--- config.mk ---
export PLATFORM = sky130hd
export DESIGN_NAME = rcr_top
export DESIGN_NICKNAME = d
export VERILOG_FILES = /design/src/design/rcr_pkg.sv /design/src/design/rcr_chan_if.sv /design/src/design/rcr_chan.sv /design/src/design/rcr_irq.sv /design/src/design/rcr_top.sv
export SDC_FILE = /design/constraint.sdc
export NUM_CORES = 1
export LEC_CHECK = 0
export CORE_UTILIZATION = 50
export CTS_CLUSTER_SIZE = 28
export DETAILED_ROUTE_END_ITERATION = 8
export DONT_BUFFER_PORTS = 1
export PLACE_DENSITY = 0.65
export SLEW_MARGIN = 5
export SYNTH_ARGS = -nofsm -noshare
export SYNTH_HDL_FRONTEND = slang
export SYNTH_SLANG_ARGS = --single-unit
--- constraint.sdc ---
create_clock -name pclk -period 2.6 [get_ports pclk]
set_clock_uncertainty 0.05 [all_clocks]
set_input_delay 0.52 -clock pclk [delete_from_list [all_inputs] [get_ports pclk]]
set_output_delay 0.52 -clock pclk [all_outputs]
set_load 0.01 [all_outputs]
--- src/design/rcr_pkg.sv ---
// constants shared by the regulator control register bank
package rcr_pkg;

   localparam int unsigned ADDR_W = 12;
   localparam int unsigned DATA_W = 32;
   localparam int unsigned REG_W = 8;
   localparam int unsigned IDX_W = 10;
   localparam int unsigned VCODE_W = 6;
   localparam int unsigned DLY_W = 3;
   localparam int unsigned NUM_CH = 3;

   // printed offsets are register indices; byte address is index * 4
   localparam logic [IDX_W-1:0] IDX_B2_MAIN = 10'h030;
   localparam logic [IDX_W-1:0] IDX_B2_ALT = 10'h031;
   localparam logic [IDX_W-1:0] IDX_B2_CTRL = 10'h032;
   localparam logic [IDX_W-1:0] IDX_B3_MAIN = 10'h040;
   localparam logic [IDX_W-1:0] IDX_B3_ALT = 10'h041;
   localparam logic [IDX_W-1:0] IDX_B3_CTRL = 10'h042;
   localparam logic [IDX_W-1:0] IDX_L4_VOLT = 10'h050;
   localparam logic [IDX_W-1:0] IDX_L4_CTRL = 10'h051;
   localparam logic [IDX_W-1:0] IDX_IRQ_STAT = 10'h070;
   localparam logic [IDX_W-1:0] IDX_IRQ_MASK = 10'h071;
   localparam logic [1:0] WORD_ALIGN = 2'h0;

   // control register field positions
   localparam int unsigned CTL_ON = 7;
   localparam int unsigned CTL_PHASE = 6;
   localparam int unsigned CTL_DIS = 6;
   localparam int unsigned CTL_MODE = 5;
   localparam int unsigned CTL_LOW_QUIESCENT_SELECT = 5;
   localparam int unsigned CTL_DLY_HI = 4;
   localparam int unsigned CTL_DLY_LO = 2;
   localparam int unsigned CTL_UNMASK = 1;
   localparam int unsigned CTL_OK = 0;

   // channel slots in the event and status vectors
   localparam int unsigned CH_B2 = 0;
   localparam int unsigned CH_B3 = 1;
   localparam int unsigned CH_L4 = 2;

   // values after reset (power loss)
   localparam logic [VCODE_W-1:0] RST_VCODE = 6'h00;
   localparam logic [REG_W-1:1] RST_CTRL = 7'h00;
   localparam logic [NUM_CH-1:0] RST_MASK = 3'h0;
   localparam logic [NUM_CH-1:0] RST_STAT = 3'h0;
   localparam logic [DATA_W-1:0] RST_RDATA = 32'h0000_0000;

   typedef enum logic {
      APB_IDLE = 1'b0,
      APB_ACK = 1'b1
   } rcr_apb_e;

endpackage

--- src/design/rcr_chan_if.sv ---
// carrier between the register bank and one regulator channel
`timescale 1ns/1ps
`default_nettype none
interface rcr_chan_if;
   import rcr_pkg::*;
   logic ctrl_we;
   logic [REG_W-1:0] wdata;
   logic pgood;
   logic [REG_W-1:0] ctrl;
   logic fault_evt;
   modport bank (output ctrl_we, output wdata, output pgood,
                 input ctrl, input fault_evt);
   modport chan (input ctrl_we, input wdata, input pgood,
                 output ctrl, output fault_evt);
endinterface
`default_nettype wire

--- src/design/rcr_chan.sv ---
// one channel: control register, power-good tracking, fault event
`timescale 1ns/1ps
`default_nettype none
module rcr_chan
   import rcr_pkg::*;
#(
   parameter logic [REG_W-1:1] RST_VAL = RST_CTRL
) (
   input wire logic clk,
   input wire logic rst_n,
   rcr_chan_if.chan ch
);
   logic [REG_W-1:1] ctrl_ff;
   logic pg_ff;
   logic pg_d_ff;
   logic fault_ff;
   logic pg_fell;
   logic nxt_fault;

   assign pg_fell = pg_d_ff & ~pg_ff;
   assign nxt_fault = pg_fell & ctrl_ff[CTL_ON] & ctrl_ff[CTL_UNMASK];
   assign ch.ctrl = {ctrl_ff, pg_ff};
   assign ch.fault_evt = fault_ff;

   always_ff @(posedge clk or negedge rst_n) begin
      if (!rst_n) begin
         ctrl_ff <= RST_VAL;
         pg_ff <= 1'b0;
         pg_d_ff <= 1'b0;
         fault_ff <= 1'b0;
      end else begin
         // bit 0 is status only, never stored from a write
         if (ch.ctrl_we) ctrl_ff <= ch.wdata[REG_W-1:1];
         pg_ff <= ch.pgood;
         pg_d_ff <= pg_ff;
         fault_ff <= nxt_fault;
      end
   end
endmodule
`default_nettype wire

--- src/design/rcr_irq.sv ---
// sticky fault status with read-clear, mask and level interrupt
`timescale 1ns/1ps
`default_nettype none
module rcr_irq
   import rcr_pkg::*;
(
   input wire logic clk,
   input wire logic rst_n,
   input wire logic [NUM_CH-1:0] evt,
   input wire logic [NUM_CH-1:0] clr_bits,
   input wire logic mask_we,
   input wire logic [NUM_CH-1:0] mask_wdata,
   output logic [NUM_CH-1:0] stat,
   output logic [NUM_CH-1:0] mask,
   output logic irq
);
   logic [NUM_CH-1:0] stat_ff;
   logic [NUM_CH-1:0] mask_ff;
   logic irq_ff;
   logic [NUM_CH-1:0] nxt_stat;
   logic [NUM_CH-1:0] nxt_mask;

   // set wins: only bits that were returned by the read are cleared
   assign nxt_stat = (stat_ff & ~clr_bits) | evt;
   assign nxt_mask = mask_we ? mask_wdata : mask_ff;
   assign stat = stat_ff;
   assign mask = mask_ff;
   assign irq = irq_ff;

   always_ff @(posedge clk or negedge rst_n) begin
      if (!rst_n) begin
         stat_ff <= RST_STAT;
         mask_ff <= RST_MASK;
         irq_ff <= 1'b0;
      end else begin
         stat_ff <= nxt_stat;
         mask_ff <= nxt_mask;
         irq_ff <= |(nxt_stat & nxt_mask);
      end
   end
endmodule
`default_nettype wire

--- src/design/rcr_top.sv ---
// regulator control register bank with apb slave
//
// Summary of operation
// select pin low: primary code drives output
// select pin high: secondary code drives output
// control bit 7 enables the regulator
// channel two bit 6 selects antiphase switching
// bit 5 forces pwm, else power save
// bits 4:2 hold turn-on delay
// bit 1 unmasks channel fault interrupts
// bit 0 reads live power-good status
// linear bit 6 discharges output when off
// linear bit 5 selects low quiescent mode
// linear has one code, ignores select
// power loss restores every default
// enabled power-good fall raises fault interrupt
//
// The implementer's own choice: the APB register port.
`timescale 1ns/1ps
`default_nettype none
module rcr_top
   import rcr_pkg::*;
(
   input wire logic pclk,
   input wire logic presetn,
   input wire logic psel,
   input wire logic penable,
   input wire logic pwrite,
   input wire logic [rcr_pkg::ADDR_W-1:0] paddr,
   input wire logic [rcr_pkg::DATA_W-1:0] pwdata,
   input wire logic [3:0] pstrb,
   output logic [rcr_pkg::DATA_W-1:0] prdata,
   output logic pready,
   output logic pslverr,
   input wire logic voltage_set_select_pin,
   input wire logic [rcr_pkg::NUM_CH-1:0] power_good_in,
   output logic [rcr_pkg::VCODE_W-1:0] step_down_two_vcode,
   output logic step_down_two_enable,
   output logic step_down_two_antiphase,
   output logic step_down_two_pwm_force,
   output logic [rcr_pkg::DLY_W-1:0] step_down_two_delay,
   output logic [rcr_pkg::VCODE_W-1:0] step_down_three_vcode,
   output logic step_down_three_enable,
   output logic step_down_three_pwm_force,
   output logic [rcr_pkg::DLY_W-1:0] step_down_three_delay,
   output logic [rcr_pkg::VCODE_W-1:0] linear_four_vcode,
   output logic linear_four_enable,
   output logic output_discharge_enable,
   output logic low_quiescent_select,
   output logic [rcr_pkg::DLY_W-1:0] linear_four_delay,
   output logic fault_irq
);
   import rcr_pkg::*;

   rcr_chan_if b2_if ();
   rcr_chan_if b3_if ();
   rcr_chan_if l4_if ();

   // bus state and registered answer
   rcr_apb_e state_ff;
   rcr_apb_e nxt_state;
   logic [DATA_W-1:0] prdata_ff;
   logic pslverr_ff;

   // voltage code storage
   logic [VCODE_W-1:0] b2_main_ff;
   logic [VCODE_W-1:0] b2_alt_ff;
   logic [VCODE_W-1:0] b3_main_ff;
   logic [VCODE_W-1:0] b3_alt_ff;
   logic [VCODE_W-1:0] l4_code_ff;

   // registered pin-facing outputs
   logic [VCODE_W-1:0] b2_vcode_ff;
   logic [VCODE_W-1:0] b3_vcode_ff;
   logic [VCODE_W-1:0] l4_vcode_ff;
   logic discharge_ff;

   // decode
   logic [IDX_W-1:0] idx;
   logic aligned;
   logic hit_b2_main;
   logic hit_b2_alt;
   logic hit_b2_ctrl;
   logic hit_b3_main;
   logic hit_b3_alt;
   logic hit_b3_ctrl;
   logic hit_l4_volt;
   logic hit_l4_ctrl;
   logic hit_stat;
   logic hit_mask;
   logic hit_any;

   // access phase strobes
   logic setup_seen;
   logic done;
   logic wr_go;
   logic rd_done;

   // read path
   logic [REG_W-1:0] rd_byte;
   logic [DATA_W-1:0] rd_word;
   logic [DATA_W-1:0] nxt_prdata;
   logic nxt_pslverr;

   // next values of the pin-facing outputs
   logic [VCODE_W-1:0] nxt_b2_vcode;
   logic [VCODE_W-1:0] nxt_b3_vcode;
   logic nxt_discharge;

   // interrupt block wiring
   logic [NUM_CH-1:0] fault_evt;
   logic [NUM_CH-1:0] stat_clr;
   logic [NUM_CH-1:0] irq_stat;
   logic [NUM_CH-1:0] irq_mask;
   logic irq_level;

   // ---------------------------------------------------------------
   // address decode: misaligned byte addresses never hit
   assign idx = paddr[ADDR_W-1:2];
   assign aligned = (paddr[1:0] == WORD_ALIGN);
   assign hit_b2_main = aligned & (idx == IDX_B2_MAIN);
   assign hit_b2_alt = aligned & (idx == IDX_B2_ALT);
   assign hit_b2_ctrl = aligned & (idx == IDX_B2_CTRL);
   assign hit_b3_main = aligned & (idx == IDX_B3_MAIN);
   assign hit_b3_alt = aligned & (idx == IDX_B3_ALT);
   assign hit_b3_ctrl = aligned & (idx == IDX_B3_CTRL);
   assign hit_l4_volt = aligned & (idx == IDX_L4_VOLT);
   assign hit_l4_ctrl = aligned & (idx == IDX_L4_CTRL);
   assign hit_stat = aligned & (idx == IDX_IRQ_STAT);
   assign hit_mask = aligned & (idx == IDX_IRQ_MASK);
   assign hit_any = hit_b2_main | hit_b2_alt | hit_b2_ctrl | hit_b3_main
                  | hit_b3_alt | hit_b3_ctrl | hit_l4_volt | hit_l4_ctrl
                  | hit_stat | hit_mask;

   // ---------------------------------------------------------------
   // one wait state: pready rises in the second access cycle
   assign setup_seen = psel & penable & (state_ff == APB_IDLE);
   assign done = psel & penable & (state_ff == APB_ACK);
   assign nxt_state = setup_seen ? APB_ACK : APB_IDLE;

   // only the low byte lane carries register data
   assign wr_go = done & pwrite & pstrb[0] & hit_any;
   assign rd_done = done & ~pwrite & hit_stat;

   // ---------------------------------------------------------------
   // read mux; reserved bits read as zero, except sd3 control bit 6, which reads back as written
   assign rd_byte =
      hit_b2_main ? {2'h0, b2_main_ff} :
      hit_b2_alt ? {2'h0, b2_alt_ff} :
      hit_b2_ctrl ? b2_if.ctrl :
      hit_b3_main ? {2'h0, b3_main_ff} :
      hit_b3_alt ? {2'h0, b3_alt_ff} :
      hit_b3_ctrl ? b3_if.ctrl :
      hit_l4_volt ? {2'h0, l4_code_ff} :
      hit_l4_ctrl ? l4_if.ctrl :
      hit_stat ? {5'h00, irq_stat} :
      hit_mask ? {5'h00, irq_mask} :
      8'h00;
   assign rd_word = {24'h00_0000, rd_byte};

   // data is captured when pready is raised and held through the answer
   assign nxt_prdata = (setup_seen & ~pwrite) ? rd_word : prdata_ff;
   assign nxt_pslverr = setup_seen & ~hit_any;

   // ---------------------------------------------------------------
   // channel write strobes and power-good feeds
   assign b2_if.ctrl_we = wr_go & hit_b2_ctrl;
   assign b2_if.wdata = pwdata[REG_W-1:0];
   assign b2_if.pgood = power_good_in[CH_B2];
   assign b3_if.ctrl_we = wr_go & hit_b3_ctrl;
   assign b3_if.wdata = pwdata[REG_W-1:0];
   assign b3_if.pgood = power_good_in[CH_B3];
   assign l4_if.ctrl_we = wr_go & hit_l4_ctrl;
   assign l4_if.wdata = pwdata[REG_W-1:0];
   assign l4_if.pgood = power_good_in[CH_L4];

   rcr_chan #(
      .RST_VAL(RST_CTRL)
   ) u_b2 (
      .clk(pclk),
      .rst_n(presetn),
      .ch(b2_if)
   );

   rcr_chan #(
      .RST_VAL(RST_CTRL)
   ) u_b3 (
      .clk(pclk),
      .rst_n(presetn),
      .ch(b3_if)
   );

   rcr_chan #(
      .RST_VAL(RST_CTRL)
   ) u_l4 (
      .clk(pclk),
      .rst_n(presetn),
      .ch(l4_if)
   );

   // ---------------------------------------------------------------
   // fault interrupts; a status read clears only what it returned
   assign fault_evt = {l4_if.fault_evt, b3_if.fault_evt, b2_if.fault_evt};
   assign stat_clr = rd_done ? prdata_ff[NUM_CH-1:0] : RST_STAT;

   rcr_irq u_irq (
      .clk(pclk),
      .rst_n(presetn),
      .evt(fault_evt),
      .clr_bits(stat_clr),
      .mask_we(wr_go & hit_mask),
      .mask_wdata(pwdata[NUM_CH-1:0]),
      .stat(irq_stat),
      .mask(irq_mask),
      .irq(irq_level)
   );

   // ---------------------------------------------------------------
   // output code selection, registered so the pins come from flops
   assign nxt_b2_vcode = voltage_set_select_pin ? b2_alt_ff
                                                : b2_main_ff;
   assign nxt_b3_vcode = voltage_set_select_pin ? b3_alt_ff
                                                : b3_main_ff;
   // discharge path only while the linear channel is shut down
   assign nxt_discharge = l4_if.ctrl[CTL_DIS]
                        & ~l4_if.ctrl[CTL_ON];

   // ---------------------------------------------------------------
   always_ff @(posedge pclk or negedge presetn) begin
      if (!presetn) begin
         state_ff <= APB_IDLE;
         prdata_ff <= RST_RDATA;
         pslverr_ff <= 1'b0;
      end else begin
         state_ff <= nxt_state;
         prdata_ff <= nxt_prdata;
         pslverr_ff <= nxt_pslverr;
      end
   end

   always_ff @(posedge pclk or negedge presetn) begin
      if (!presetn) begin
         b2_main_ff <= RST_VCODE;
         b2_alt_ff <= RST_VCODE;
         b3_main_ff <= RST_VCODE;
         b3_alt_ff <= RST_VCODE;
         l4_code_ff <= RST_VCODE;
      end else begin
         if (wr_go & hit_b2_main) b2_main_ff <= pwdata[VCODE_W-1:0];
         if (wr_go & hit_b2_alt) b2_alt_ff <= pwdata[VCODE_W-1:0];
         if (wr_go & hit_b3_main) b3_main_ff <= pwdata[VCODE_W-1:0];
         if (wr_go & hit_b3_alt) b3_alt_ff <= pwdata[VCODE_W-1:0];
         if (wr_go & hit_l4_volt) l4_code_ff <= pwdata[VCODE_W-1:0];
      end
   end

   always_ff @(posedge pclk or negedge presetn) begin
      if (!presetn) begin
         b2_vcode_ff <= RST_VCODE;
         b3_vcode_ff <= RST_VCODE;
         l4_vcode_ff <= RST_VCODE;
         discharge_ff <= 1'b0;
      end else begin
         b2_vcode_ff <= nxt_b2_vcode;
         b3_vcode_ff <= nxt_b3_vcode;
         // no alternate code here, the select pin is not consulted
         l4_vcode_ff <= l4_code_ff;
         discharge_ff <= nxt_discharge;
      end
   end

   // ---------------------------------------------------------------
   assign prdata = prdata_ff;
   assign pready = (state_ff == APB_ACK);
   assign pslverr = pslverr_ff;

   assign step_down_two_vcode = b2_vcode_ff;
   assign step_down_two_enable = b2_if.ctrl[CTL_ON];
   assign step_down_two_antiphase = b2_if.ctrl[CTL_PHASE];
   assign step_down_two_pwm_force = b2_if.ctrl[CTL_MODE];
   assign step_down_two_delay =
      b2_if.ctrl[CTL_DLY_HI:CTL_DLY_LO];

   // bit 6 of this channel is stored but drives nothing
   assign step_down_three_vcode = b3_vcode_ff;
   assign step_down_three_enable = b3_if.ctrl[CTL_ON];
   assign step_down_three_pwm_force = b3_if.ctrl[CTL_MODE];
   assign step_down_three_delay =
      b3_if.ctrl[CTL_DLY_HI:CTL_DLY_LO];

   assign linear_four_vcode = l4_vcode_ff;
   assign linear_four_enable = l4_if.ctrl[CTL_ON];
   assign output_discharge_enable = discharge_ff;
   assign low_quiescent_select = l4_if.ctrl[CTL_LOW_QUIESCENT_SELECT];
   assign linear_four_delay =
      l4_if.ctrl[CTL_DLY_HI:CTL_DLY_LO];

   assign fault_irq = irq_level;

endmodule
`default_nettype wire

==> out/qor.yml, run 1 <==
synth-seq-cells: 96
peakVddDrop_mv: 0.383
gp_congestion: 0.902
path_delay_family: "simple AND/OR/NAND/NOR gates"
ys.flop_type: "dfrtp_1"
drtPass1Iterations: 9
endpoint_kind: "register"
r2r_cells: 6
post_cts_resized: 0
hold_path_class: "in -> async"
path_common_cell: "and3_1"
grt_max_degree: 97
grt_antenna_before_repair: 0
rsz0062_at_grt: "false"
slew_headroom: 0.626
rrSetupSlack_ns: 0.41
yosysSeqAreaShare: 0.516
clkSinkCount: 96
timing.fmax_ghz: 0.457
cpPeakStageDelay_ns: 0.47
timing.rr.end: "b3_main_ff[0]"
start_kind: "register"
path_depth: 6
grt_pass1_vias: 3142
arrival_ns: 2.39
drive_gt1_frac: 0.221
violations: "design-rule violations, negative hold slack"
first_iter_violations: 163
setup_viol: 0
crit_path_max_fanout: 6
crit_chain: "and3_1, and3_1, nand3_4, or4_1, buf_4, mux2_4"
grt_pass1_wl_um: 17100
grt_usage: 0.235
drc: 8
diodes: 0
r2r_start: "pready"
slew_viol_final: 0
clock-root-buffer: "clkbuf_8"
die_h_um: 98.5
final_util: 0.544
synthTopCellsByArea: "dfrtp_1 (52%), mux2_2 (11%), buf_4 (5.5%)"
area_growth_pct: 3.79
power_leakage_nw: 2.34
cts_buffers: 9
die_area_um2: 9710
async_flop_share: 1.00
ant_nets: 0
overflow: 0
slowest_stage: "or4_1"
yosys.area.top_type: "dfrtp_1"
cts_tree: "done"
finalInstanceArea_um2: 4830
synth_edf_count: 0
clkTransAtPathRegs_ns: 0.11
critPathBufInv: 1
drt-total-wl_um: 10500
fp.coreArea_um2: 8890
syn_avg_cell_area_um2: 11.9
tns_ns: 0
portBuffers: 0
hpwl_um: 7460
required_ns: 2.80
io_pins: 127
wl_per_cell_um: 21.1
ys_types: 56
insertion_delay_ns: 0.37
placed_cell_area_um2: 4630
powerDensity_nw_per_um2: 546
cap_viol_max_count: 0
finalCritPeriodShare: 0.841
path_class: "reg -> reg"
status: "complete, but fails checks"
syn_inst: 392
final_nets: 441
avgViaCountPerCell: 6.15
clk_path_buf_depth: 2
worst_pin_slew_ns: 0.559
rows: 34
finalHoldViolations: 96
cts_setup_buffers: 0
htreeDepth: 3
synth_area_um2: 4660
ys_warn_count: 0
synth_top_cell_area_share: 0.516
vias: 3059
holdWs_ns: -0.228
period_minus_slack_ns: 2.19
start_util: 0.524
die_w_um: 98.5
[cell type report]
cell class | count | area [µm²]
clock buffers | 9 | 124
clock inverters | 7 | 83.8
fillers | 797 | 4060
inverters | 8 | 30.0
multi-input cells | 258 | 1980
flip-flops and latches | 96 | 2400
well taps | 108 | 135
repair buffers | 11 | 82.6
[per-layer routing]
layer  part of all wire  GRT usage  routed length [µm]  up-vias
li1                   -          -                   -     1353
met1               0.43      0.314                4500     1552
met2               0.46      0.350                4860      132
met3              0.085     0.0851                 890       22
met4              0.024     0.0896                 248        0
met5                  0          0                   0        -
[worst max-delay path by stage]
stage	end	startpoint	slack, ns
finish	b3_main_ff[0]	pready	0.41
detailed placement	b3_main_ff[0]	paddr[5]	0.18
CTS	b3_main_ff[0]	pready	0.42
global route	b3_main_ff[0]	pready	0.31
global placement	b3_main_ff[5]	paddr[5]	0.21
floorplan	b3_main_ff[0]	paddr[3]	0.34
[where the power goes]
part	internal, mW	leakage (nW)	switching [mW]
combinational	0.0368	0.918	0.0532
sequential	1.51	1.31	0.0185
clock	0.463	0.103	0.559
total	2.01	2.34	0.631
[cell usage after synthesis (3+ instances only)]
| master | count |
|---|---|
| a211oi_1 | 3 |
| a21oi_1 | 9 |
| a22oi_1 | 3 |
| a31oi_1 | 3 |
| a32o_1 | 3 |
| a41oi_1 | 3 |
| and3_1 | 5 |
| and4b_1 | 3 |
| buf_1 | 3 |
| buf_2 | 6 |
| buf_4 | 34 |
| clkbuf_1 | 9 |
| dfrtp_1 | 96 |
| inv_1 | 8 |
| mux2_1 | 14 |
| mux2_2 | 46 |
| mux2_4 | 6 |
| mux2i_1 | 7 |
| nand2_1 | 15 |
| nand2b_1 | 5 |
| nand3_1 | 9 |
| nor2_1 | 14 |
| nor2b_1 | 10 |
| nor3_1 | 13 |
| nor4_4 | 3 |
| o21a_1 | 3 |
| o21ai_0 | 16 |
| or3_1 | 6 |
[logic make-up (layout without fill, tap and decap cells)]
kind of cell	count (synthesis)	in the layout	synth area share
other cells	1	24	0.000805
mux	73	73	0.179
buf+inv	61	35	0.0784
simple gates	99	99	0.133
compound gates	62	62	0.0924
flops	96	96	0.516
[per-stage QoR]
step | power, mW | hold slack [ns] | cells | setup WS (ns)
after global placement | 1.64 | 0.177 | 481 | 0.211
after CTS | 2.66 | -0.238 | 497 | 0.420
final | 2.64 | -0.228 | 497 | 0.413
after floorplan | 1.67 | 0.174 | 415 | 0.342
after global routing | 2.73 | -0.252 | 497 | 0.315
after detailed placement | 1.64 | 0.177 | 481 | 0.185
[cell usage in the layout, fill, tap and decap left out, types with 3 or more instances in the layout]
cell / instances
mux2_4: 6
or3_1: 6
nand2b_1: 5
nor2_1: 14
and4b_1: 3
and3_1: 5
a31oi_1: 3
inv_1: 8
a32o_1: 3
mux2i_1: 7
a21oi_1: 9
mux2_1: 14
inv_6: 3
nand3_1: 9
nor4_4: 3
buf_4: 11
nand2_1: 15
nor3_1: 13
o21ai_0: 16
mux2_2: 46
clkbuf_8: 9
a22oi_1: 3
a41oi_1: 3
o21a_1: 3
conb_1: 24
a211oi_1: 3
nor2b_1: 10
dfrtp_1: 96
[registers in the layout, summed over array words and instances, names as in the netlist, 3 cells and up]
signal / count
prdata: 8
step_down_three_vcode: 6
l4_code_ff: 6
b2_main_ff: 6
b3_main_ff: 6
linear_four_vcode: 6
b2_alt_ff: 6
u_b2.ctrl_ff: 7
u_l4.ctrl_ff: 7
u_irq.mask: 3
b3_alt_ff: 6
u_b3.ctrl_ff: 7
u_irq.stat: 3
step_down_two_vcode: 6
No activity file was read; power rests on OpenSTA's default activity.
==> run 2: changes to the inputs <==
ABC_AREA = 1   (was unset)
clock period = 2.18 ns   (was 2.6 ns; I/O delays follow)
==> run 2 against run 1 <==
Effect of this change:
- the run ends with negative hold slack left
- worst hold slack got worse by 0.079 ns
- sequential share of layout area decreased by 2.8 points
- sequential power increased by 19%
- critical endpoint is now u_b2.ctrl_ff[4]
- worst setup slack got worse by 0.089 ns
- flip-flop and latch count unchanged
- die area increased by 4.3%
- first-iteration DRC count increased by 31%
- routed wire length increased by 10%
==> out/qor.yml, run 2 <==
yosysSeqAreaShare: 0.494
synthTopCellsByArea: "dfrtp_1 (49%), nand2_1 (13%), buf_4 (5.7%)"
clkTransAtPathRegs_ns: 0.11
hpwl_um: 8380
placed_cell_area_um2: 4900
area_growth_pct: 5.30
post_cts_resized: 0
grt_antenna_before_repair: 0
ys.flop_type: "dfrtp_1"
hold_path_class: "in -> async"
async_flop_share: 1.00
die_w_um: 101
endpoint_kind: "register"
slew_viol_final: 0
io_pins: 127
violations: "negative hold slack"
powerDensity_nw_per_um2: 624
ys_warn_count: 0
slowest_stage: "dfrtp_1"
synth-seq-cells: 96
required_ns: 2.39
die_area_um2: 10100
p_sw_uw: 725
rsz0062_at_grt: "false"
first_iter_violations: 214
path_class: "reg -> reg"
die_h_um: 101
crit_path_max_fanout: 13
path_delay_family: "simple AND/OR/NAND/NOR gates"
drtPass1Iterations: 5
ant_nets: 0
cpPeakStageDelay_ns: 0.43
synth_area_um2: 4860
sw_frac_of_total: 0.227
drive_gt1_frac: 0.131
diodes: 0
fp.coreArea_um2: 9330
setup_viol: 0
overflow: 0
ys_types: 38
gp_congestion: 0.916
start_kind: "register"
grt_pass1_vias: 3521
tns_ns: 0
cts_buffers: 9
synth_edf_count: 0
clkSinkCount: 96
grt_usage: 0.251
finalInstanceArea_um2: 5120
crit_chain: "nand3_1, inv_1, nand3_1, inv_2, nand2_1, mux2_2"
timing.fmax_ghz: 0.539
synth_top_cell_area_share: 0.494
drt-total-wl_um: 11600
p_seq_frac: 0.569
avgViaCountPerCell: 5.32
grt_pass1_wl_um: 18900
arrival_ns: 2.07
final_nets: 641
p_comb_frac: 0.028
clock-root-buffer: "clkbuf_8"
period_minus_slack_ns: 1.86
start_util: 0.521
wl_per_cell_um: 16.2
status: "complete, but fails checks"
htreeDepth: 3
vias: 3817
finalHoldViolations: 96
holdWs_ns: -0.307
critPathBufInv: 2
yosys.area.top_type: "dfrtp_1"
rows: 35
layout_commonest_cell: "nand2_1"
clk_path_buf_depth: 2
pwr-share-clk: 0.403
layout_common_cells: "nand2_1 (162), dfrtp_1 (96), inv_1 (55)"
cts_tree: "done"
insertion_delay_ns: 0.37
syn_inst: 584
cap_viol_max_count: 0
internal_power_mw: 2.47
synthTopCellsByCount: "nand2_1 (162), dfrtp_1 (96), inv_1 (55)"
finalCritPeriodShare: 0.851
path_common_cell: "nand3_1"
yosysMostFrequentCell: "nand2_1"
drc: 0
syn_avg_cell_area_um2: 8.33
report.power.total_mw: 3.20
cts_setup_buffers: 0
power_leakage_nw: 2.67
grt_max_degree: 97
peakVddDrop_mv: 0.318
portBuffers: 0
largest_reg_flops: 8
run 2: changes by cell type after synthesis, sizes merged, moves of 9 or more:
cell,previous run,this run
inv,8,62
mux2,66,5
nand2,15,171
nand3,10,35
nand4,2,42
nor2,14,55
nor2b,10,0
nor3,13,4
o21ai,17,28
run 2: cell families (layout without fill, tap and decap cells):
family	count (synthesis)	after routing	synth area share
simple gates	310	310	0.304
buf+inv	118	100	0.126
flops	96	96	0.494
compound gates	54	54	0.0635
mux	5	5	0.0116
other cells	1	24	0.000771
run 2: worst reg2reg max path: cells and delay by family, from the launching register on:
family / cells / cell delay (ns)
buffers and inverters: 2 / 0.33
multiplexers: 1 / 0.36
AND/OR/NAND/NOR: 3 / 0.57
flip-flops: 1 / 0.43
run 2: power groups by stage:
stage               clock network [mW]  registers, mW  logic, mW
floorplan                            0           1.85      0.122
global placement                     0           1.85     0.0875
detailed placement                   0           1.85     0.0888
CTS                               1.31           1.82     0.0896
global route                      1.38           1.82      0.104
finish                            1.29           1.82     0.0901
run 2: final timing paths:
kind                                  startpoint                    to  slack, ns  cells past startpoint
worst max-delay path                      pready       u_b2.ctrl_ff[4]       0.32                      6
worst min-delay path                     presetn             u_irq.irq      -0.31                      0
worst max register to register            pready       u_b2.ctrl_ff[4]       0.32                      6
worst min register to register        u_b2.pg_ff          u_b2.pg_d_ff       0.35                      0
max in group asynchronous                presetn  linear_four_vcode[3]       2.19                      0
min in group pclk               power_good_in[2]            u_l4.pg_ff       0.03                      0
run 2: cell type report:
type | instances | area [µm²]
tap | 129 | 161
inverter | 64 | 243
clock inverter | 7 | 93.8
fill | 863 | 4210
clock buffer | 9 | 124
multi-input combinational | 393 | 1930
sequential | 96 | 2400
timing repair buffer | 20 | 163
run 2: metrics by stage:
step / worst slack, ns / std cells / hold WS [ns] / utilization
detailed placement: 0.0621 / 702 / 0.0931 / 0.526
global placement: 0.0861 / 702 / 0.0929 / 0.526
floorplan: 0.380 / 607 / 0.0904 / -
finish: 0.324 / 718 / -0.307 / 0.549
global route: 0.190 / 718 / -0.320 / 0.549
CTS: 0.336 / 718 / -0.314 / 0.549
run 2: per-layer routing:
metal	up-vias	wire, µm	global-route usage	part of all wire
met4	0	248	0.0959	0.021
li1	1815	-	-	-
met2	157	5300	0.365	0.46
met5	-	0	0	0
met3	16	852	0.0610	0.073
met1	1829	5200	0.362	0.45
